===== config.mk =====
export PLATFORM = sky130hd
export DESIGN_NAME = pmc_power_mode_controller
export DESIGN_NICKNAME = d
export VERILOG_FILES = /design/src/verilog/pmc_pkg.sv /design/src/verilog/pmc_wake_if.sv /design/src/verilog/pmc_pin_wake.sv /design/src/verilog/pmc_power_mode_controller.sv
export VERILOG_INCLUDE_DIRS = /design/src /design/src/verilog
export SDC_FILE = /design/constraint.sdc
export NUM_CORES = 1
export LEC_CHECK = 0
export BUFFER_PORTS_ARGS = -buffer_cell sky130_fd_sc_hd__buf_2
export CAP_MARGIN = 15
export CORE_AREA = 3 3 62 64
export DETAILED_ROUTE_END_ITERATION = 8
export DIE_AREA = 0 0 65 67
export GPL_TIMING_DRIVEN = 0
export PLACE_DENSITY = 0.75
export SLEW_MARGIN = 5
export SYNTH_ARGS = -nofsm -noshare
export SYNTH_HDL_FRONTEND = slang
export SYNTH_SLANG_ARGS = --single-unit

===== constraint.sdc =====
create_clock -name sys_clk_i -period 2 [get_ports sys_clk_i]
set_clock_uncertainty 0.15 [all_clocks]
set_input_delay 0.1 -clock sys_clk_i [delete_from_list [all_inputs] [get_ports sys_clk_i]]
set_output_delay 0.1 -clock sys_clk_i [all_outputs]
set_load 0.005 [all_outputs]

===== src/verilog/pmc_defines.svh =====
`ifndef PMC_DEFINES_SVH
`define PMC_DEFINES_SVH
// ----------------------------------------
// reset cause encodings
// ----------------------------------------
`define PMC_CAUSE_POR      2'h0
`define PMC_CAUSE_PIN      2'h1
`define PMC_CAUSE_SHDN     2'h2
// ----------------------------------------
// mode request encodings
// ----------------------------------------
`define PMC_REQ_IDLE       2'h1
`define PMC_REQ_STANDBY    2'h2
`define PMC_REQ_SHUTDOWN   2'h3
// ----------------------------------------
// timing
// ----------------------------------------
`define PMC_SETTLE_NS      40
`define PMC_CLK_NS         10
`define PMC_SETTLE_CYC     ((`PMC_SETTLE_NS + `PMC_CLK_NS - 1) / `PMC_CLK_NS)
`endif


===== src/verilog/pmc_pkg.sv =====
`default_nettype none
package pmc_pkg;
    // ----------------------------------------
    // power mode states
    // ----------------------------------------
    typedef enum logic [2:0] {
        PMC_ACTIVE   = 3'b000,
        PMC_TO_IDLE  = 3'b001,
        PMC_IDLE     = 3'b010,
        PMC_TO_STBY  = 3'b011,
        PMC_STANDBY  = 3'b100,
        PMC_TO_SHDN  = 3'b101,
        PMC_SHUTDOWN = 3'b110,
        PMC_WAKE     = 3'b111
    } pmc_state_t;
endpackage
`default_nettype wire


===== src/verilog/pmc_wake_if.sv =====
`default_nettype none
interface pmc_wake_if #(parameter int NPIN = 8);
    logic [NPIN-1:0] pin;
    logic [NPIN-1:0] mask;
    logic            arm;
    logic            hit;
    modport det (input pin, input mask, input arm, output hit);
    modport ctl (output pin, output mask, output arm, input hit);
endinterface
`default_nettype wire


===== src/verilog/pmc_pin_wake.sv =====
`default_nettype none
module pmc_pin_wake #(
    parameter int NPIN = 8
) (
    // clock and reset
    input  wire logic sys_clk_i,
    input  wire logic rst_i,
    // wake pins
    pmc_wake_if.det   wk
);
    // ----------------------------------------
    // per-pin level-change detect
    // ----------------------------------------
    logic [NPIN-1:0] ref_reg;
    logic [NPIN-1:0] chg;
    logic            hit_reg;

    // reference is taken while not armed, so any change on a masked-in pin after arm counts
    genvar g;
    generate
        for (g = 0; g < NPIN; g = g + 1) begin : g_pin
            assign chg[g] = wk.mask[g] & (wk.pin[g] ^ ref_reg[g]);
        end
    endgenerate

    // snapshot follows the pins until armed
    always_ff @(posedge sys_clk_i) begin
        if (rst_i) begin
            ref_reg <= '0;
            hit_reg <= 1'b0;
        end else begin
            if (!wk.arm) begin
                ref_reg <= wk.pin;
            end
            hit_reg <= wk.arm & (|chg);
        end
    end

    assign wk.hit = hit_reg;
endmodule // pmc_pin_wake
`default_nettype wire


===== src/verilog/pmc_power_mode_controller.sv =====
`include "pmc_defines.svh"
`default_nettype none
module pmc_power_mode_controller #(
    parameter int NPIN = 8
) (
    // clock and reset
    input  wire logic            sys_clk_i,
    input  wire logic            rst_i,
    // reset sources
    input  wire logic            por_i,
    input  wire logic            reset_pin_i,
    // cpu request
    input  wire logic            mode_req_i,
    input  wire logic [1:0]      mode_sel_i,
    // wake sources
    input  wire logic            irq_i,
    input  wire logic            ext_wake_i,
    input  wire logic            rtc_wake_i,
    input  wire logic            sensor_wake_i,
    input  wire logic [NPIN-1:0] io_pin_i,
    input  wire logic [NPIN-1:0] shdn_wake_en_i,
    // domain controls
    output logic                 cpu_clk_en_o,
    output logic                 periph_clk_en_o,
    output logic                 always_on_domain_pwr_o,
    output logic                 core_pwr_o,
    output logic                 sram_retain_o,
    output logic                 reg_retain_full_o,
    output logic                 reg_retain_part_o,
    output logic                 io_latch_o,
    output logic [NPIN-1:0]      io_latched_o,
    output logic                 state_clear_o,
    output logic [2:0]           mode_o,
    // status
    output logic [1:0]           reset_cause_o
);
    // ----------------------------------------
    // state and wake capture
    // ----------------------------------------
    localparam logic [2:0] SETTLE = 3'(`PMC_SETTLE_CYC);

    pmc_pkg::pmc_state_t state_reg, state_next;
    logic [2:0]          cnt_reg;
    logic                wake_pend_reg;
    logic                irq_pend_reg;
    logic [1:0]          cause_reg;
    logic [NPIN-1:0]     io_hold_reg;
    logic                shdn_hit;
    logic                aon_wake;
    logic                settled;

    pmc_wake_if #(.NPIN(NPIN)) wk ();
    assign wk.pin  = io_pin_i;
    assign wk.mask = shdn_wake_en_i;
    assign wk.arm  = (state_reg == pmc_pkg::PMC_SHUTDOWN);

    pmc_pin_wake #(.NPIN(NPIN)) u_wake (
        .sys_clk_i (sys_clk_i),
        .rst_i     (rst_i),
        .wk        (wk)
    );
    assign shdn_hit = wk.hit;

    // only always-on sources may end standby
    assign aon_wake = ext_wake_i | rtc_wake_i | sensor_wake_i;
    assign settled  = (cnt_reg == SETTLE);

    // ----------------------------------------
    // next state
    // ----------------------------------------
    always_comb begin
        state_next = state_reg;
        case (state_reg)
            pmc_pkg::PMC_ACTIVE: begin
                if (mode_req_i) begin
                    case (mode_sel_i)
                        `PMC_REQ_IDLE:
                            state_next = pmc_pkg::PMC_TO_IDLE;
                        `PMC_REQ_STANDBY:
                            state_next = pmc_pkg::PMC_TO_STBY;
                        `PMC_REQ_SHUTDOWN:
                            state_next = pmc_pkg::PMC_TO_SHDN;
                        default:
                            state_next = pmc_pkg::PMC_ACTIVE;
                    endcase
                end
            end
            pmc_pkg::PMC_TO_IDLE: begin
                if (settled) begin
                    state_next = pmc_pkg::PMC_IDLE;
                end
            end
            pmc_pkg::PMC_IDLE: begin
                if (irq_i | irq_pend_reg) begin
                    state_next = pmc_pkg::PMC_WAKE;
                end
            end
            pmc_pkg::PMC_TO_STBY: begin
                if (settled) begin
                    state_next = pmc_pkg::PMC_STANDBY;
                end
            end
            pmc_pkg::PMC_STANDBY: begin
                if (aon_wake | wake_pend_reg) begin
                    state_next = pmc_pkg::PMC_WAKE;
                end
            end
            pmc_pkg::PMC_TO_SHDN: begin
                if (settled) begin
                    state_next = pmc_pkg::PMC_SHUTDOWN;
                end
            end
            pmc_pkg::PMC_SHUTDOWN: begin
                // wake from shutdown goes straight to active, skipping the wake settle
                if (shdn_hit) begin
                    state_next = pmc_pkg::PMC_ACTIVE;
                end
            end
            pmc_pkg::PMC_WAKE: begin
                if (settled) begin
                    state_next = pmc_pkg::PMC_ACTIVE;
                end
            end
            default: state_next = pmc_pkg::PMC_ACTIVE;
        endcase
    end

    // ----------------------------------------
    // state register and settle counter
    // ----------------------------------------
    always_ff @(posedge sys_clk_i) begin
        if (rst_i | por_i | reset_pin_i) begin
            state_reg <= pmc_pkg::PMC_ACTIVE;
            cnt_reg   <= 3'h0;
        end else begin
            state_reg <= state_next;
            cnt_reg   <= (state_next != state_reg) ? 3'h0 :
                         (settled ? cnt_reg : cnt_reg + 3'h1);
        end
    end

    // ----------------------------------------
    // wakes seen mid-transition are held
    // ----------------------------------------
    // only the idle and standby entry ramps pend; a wake still high while already waking
    // would otherwise linger and cut the next low-power visit short
    always_ff @(posedge sys_clk_i) begin
        if (rst_i | por_i | reset_pin_i) begin
            wake_pend_reg <= 1'b0;
            irq_pend_reg  <= 1'b0;
        end else begin
            if ((state_reg == pmc_pkg::PMC_TO_STBY) & aon_wake) begin
                wake_pend_reg <= 1'b1;
            end else if (state_reg == pmc_pkg::PMC_STANDBY) begin
                wake_pend_reg <= 1'b0;
            end
            if ((state_reg == pmc_pkg::PMC_TO_IDLE) & irq_i) begin
                irq_pend_reg <= 1'b1;
            end else if (state_reg == pmc_pkg::PMC_IDLE) begin
                irq_pend_reg <= 1'b0;
            end
        end
    end

    // ----------------------------------------
    // reset cause
    // ----------------------------------------
    // por outranks the pin, the pin outranks a shutdown wake
    always_ff @(posedge sys_clk_i) begin
        if (rst_i | por_i) begin
            cause_reg <= `PMC_CAUSE_POR;
        end else if (reset_pin_i) begin
            cause_reg <= `PMC_CAUSE_PIN;
        end else if (wk.arm & shdn_hit) begin
            cause_reg <= `PMC_CAUSE_SHDN;
        end
    end

    // ----------------------------------------
    // io hold: frozen from standby/shutdown entry
    // ----------------------------------------
    logic hold_now;
    assign hold_now = (state_next == pmc_pkg::PMC_STANDBY) |
                      (state_next == pmc_pkg::PMC_SHUTDOWN);

    always_ff @(posedge sys_clk_i) begin
        if (rst_i) begin
            io_hold_reg <= '0;
            io_latch_o  <= 1'b0;
        end else begin
            if (!io_latch_o) begin
                io_hold_reg <= io_pin_i;
            end
            io_latch_o <= hold_now;
        end
    end
    assign io_latched_o = io_hold_reg;

    // ----------------------------------------
    // domain controls, registered from state
    // ----------------------------------------
    logic act_n, idl_n, stb_n, shd_n;
    assign act_n = (state_next == pmc_pkg::PMC_ACTIVE) |
                   (state_next == pmc_pkg::PMC_TO_IDLE) |
                   (state_next == pmc_pkg::PMC_TO_STBY) |
                   (state_next == pmc_pkg::PMC_TO_SHDN) |
                   (state_next == pmc_pkg::PMC_WAKE);
    assign idl_n = (state_next == pmc_pkg::PMC_IDLE);
    assign stb_n = (state_next == pmc_pkg::PMC_STANDBY);
    assign shd_n = (state_next == pmc_pkg::PMC_SHUTDOWN);

    always_ff @(posedge sys_clk_i) begin
        if (rst_i) begin
            cpu_clk_en_o           <= 1'b0;
            periph_clk_en_o        <= 1'b0;
            always_on_domain_pwr_o <= 1'b1;
            core_pwr_o             <= 1'b0;
            sram_retain_o          <= 1'b0;
            reg_retain_full_o      <= 1'b0;
            reg_retain_part_o      <= 1'b0;
            state_clear_o          <= 1'b1;
            mode_o                 <= 3'h0;
        end else begin
            cpu_clk_en_o           <= act_n;
            periph_clk_en_o        <= act_n | idl_n;
            always_on_domain_pwr_o <= !shd_n;
            core_pwr_o             <= act_n | idl_n;
            sram_retain_o          <= !shd_n;
            reg_retain_full_o      <= act_n | idl_n;
            reg_retain_part_o      <= stb_n;
            state_clear_o          <= shd_n;
            mode_o                 <= state_next;
        end
    end
    assign reset_cause_o = cause_reg;
endmodule // pmc_power_mode_controller
`default_nettype wire


==> flow_summary.ini <==
[run_status]
status = completed

[final_layout]
post-route-util_pct = 63.3
fin_area_um2 = 2110
area_delta_synth_final_pct = 29.2
layout-drive-gt1-share_pct = 25.2
insertedDiodeCount = 0
final_nets = 278

[min_path]
hp-start = shdn_wake_en_i[0]
hold_path.class = input pin to flop
holdPathStages = 3
worstHoldEndpoint = u_wake.wk.hit

[worst_setup_path]
rrSetupSlack_ns = 0.14
rr_worst_depth = 5
worstReg2RegEnd = u_wake.wk.hit
crit_type = flop to flop
end_kind = flop
r2r_start = state_reg[1]
critPathArrivalTime_ns = 1.97
required_ns = 2.11
path_max_fanout = 10
crit_path_start_kind = flop

[cts]
h-tree-depth = 2
clk_latency_ns = 0.34
cts_tree = done
clk_pin_slew_worst_paths_ns = 0.11
clk_path_buf_depth = 2
clkSinkCount = 37
root_buffer = clkbuf_4
postCtsSetupBuffers = 0
cts_buffers = 5

[timing]
fmax_mhz = 538
finalHoldViolCount = 0
layout_min_cycle_time_ns = 1.86
setup_tns_ns = 0
fin_crit_sh_pct = 93.0
worst_pin_slew_ns = 0.599
slew_viol_final = 0
relSlewSlack_pct = 60.0
finalSetupViolations = 0
rsz0062_at_grt = no

[pwr]
combPwrFrac_pct = 15.5
power_frac_clock_pct = 27.5
intPower_mw = 1.02
p_leak_nw = 0.922
switching_power_mw = 0.361
powerDensity_nw_per_um2 = 655
p_seq_share_pct = 57.0
vdd_drop_max_mv = 0.415
p_sw_share_pct = 26.1

[place]
gp_congestion = 0.837
dpl_cell_area_um2 = 1930
io_buffers = 47
dpl.hpwl_mm = 2.66

[synthesis]
ys_types = 41
synth_most_common_cell = dfxtp_1
synth_flop_cell = dfxtp_1
synth_edf_count = 0
syn_nets = 211
yosysSeqAreaShare_pct = 45.3
ys.warnings.count = 0
ys_ff_latch = 37
netlist_area_um2 = 1630
synthTopCellsByArea = dfxtp_1, mux2i_1, nand2_1, a21oi_1, xor2_1
avgSynthCellArea_um2 = 8.98
synthArstFlopShare_pct = 0
synth_top_cell_by_area = dfxtp_1
netlist.area_leader.share_pct = 45.3
synth_cells = 182
synth_commonest_cells = dfxtp_1, nand2_1, nor2_1, a21oi_1, mux2i_1

[detailed_routing]
drt-initial-drc-count = 111
wl_per_cell_um = 13.0
drc = 0
totalWireLength_mm = 3.84
firstDrtPassIters = 4
dr_total_vias = 1557
ant_nets = 0
vias_per_cell = 5.26

[job]
cap_violations = 0

[floorplanning]
fp.dieH_um = 67
die-area_um2 = 4360
initial_core_util_pct = 49.0
die_w_um = 65
coreArea_um2 = 3340
num_rows = 21
io_pins = 49

[grt]
grtUsageMet2_pct = 34.6
grt_antenna_before_repair = 0
grt_max_degree = 12
track_usage_pct = 20.2
grt-busiest-layer = met2
grt_pass1_wl_mm = 6.64
gr-usage-met3_pct = 5.06
use_met1_pct = 23.6
overflow = 0
grt_pass1_vias = 1443
==> cell usage in the layout, fill, tap and decap left out, types with 6 or more instances in the layout <==
cell            n
nand2_1        21
mux2i_1         9
buf_2          49
nor3_1          6
a21oi_1        14
dlygate4sd3_1  13
xor2_1          8
clkbuf_1       10
nor2_1         17
inv_1           6
dfxtp_1        37
==> timing repair <==
item | in CTS | in global routing
resized for setup | 0 | 1
hold buffers | 13 | 0
endpoints found under the setup margin | 0 | 1
hold endpoints to repair | 18 | 0
==> how the worst max path moves through the flow <==
stage | start | to | cells past startpoint
after floorplan | wake_pend_reg | state_clear_o | 4
after global placement | wake_pend_reg | state_clear_o | 4
after detailed placement | wake_pend_reg | state_clear_o | 4
after CTS | wake_pend_reg | state_clear_o | 4
after global routing | state_reg[1] | cnt_reg[2] | 5
final | state_reg[1] | u_wake.wk.hit | 5
==> cell type report <==
| cell class | instances | area, um2 |
|---|---|---|
| tap | 46 | 57.6 |
| timing repair buffer | 60 | 365 |
| sequential | 37 | 741 |
| clock inverter | 1 | 7.51 |
| buffer | 12 | 55.1 |
| multi-input combinational | 127 | 818 |
| inverter | 6 | 22.5 |
| fill | 304 | 1220 |
| clock buffer | 7 | 45.0 |
==> cell families (layout without fill, tap and decap cells) <==
kind of cell,Yosys count,after routing,synth area share (%)
simple gates,68,68,20.4
compound gates,40,40,18.2
flops,37,37,45.3
buf+inv,18,86,4.75
mux,9,9,5.51
xor+xnor,8,8,4.29
fa+ha+maj,2,2,1.53
==> per-layer routing <==
metal	wire length, um	share of wire (%)	vias up
met1	1630	43	734
met2	1900	49	50
met3	255	6.6	6
met5	0	0	-
met4	48	1.3	0
li1	-	-	767
==> critical path: stages (launching register included) <==
cell	delay, ns
dfxtp_1	0.41
buf_2	0.22
inv_1	0.12
or3_1	0.36
clkbuf_1	0.23
a311oi_1	0.28
==> power groups by stage <==
stage          logic [mW]  registers, mW  clock network [mW]
5_1_grt             0.241          0.793               0.426
6_report            0.215          0.788               0.380
3_5_place_dp        0.192          0.805                   0
2_1_floorplan       0.108          0.807                   0
3_3_place_gp        0.189          0.804                   0
4_1_cts             0.214          0.788               0.394
==> through the flow <==
step           instances  setup WS [ns]  hold slack, ns  power (mW)
2_1_floorplan        182          0.195          0.0293       0.915
3_3_place_gp         275          0.111           0.131       0.993
3_5_place_dp         275         0.0954           0.133       0.997
4_1_cts              296         0.0856          0.0118        1.40
5_1_grt              296         0.0410          0.0229        1.46
6_report             296          0.140          0.0307        1.38
Power figures use the tool's default switching activity.
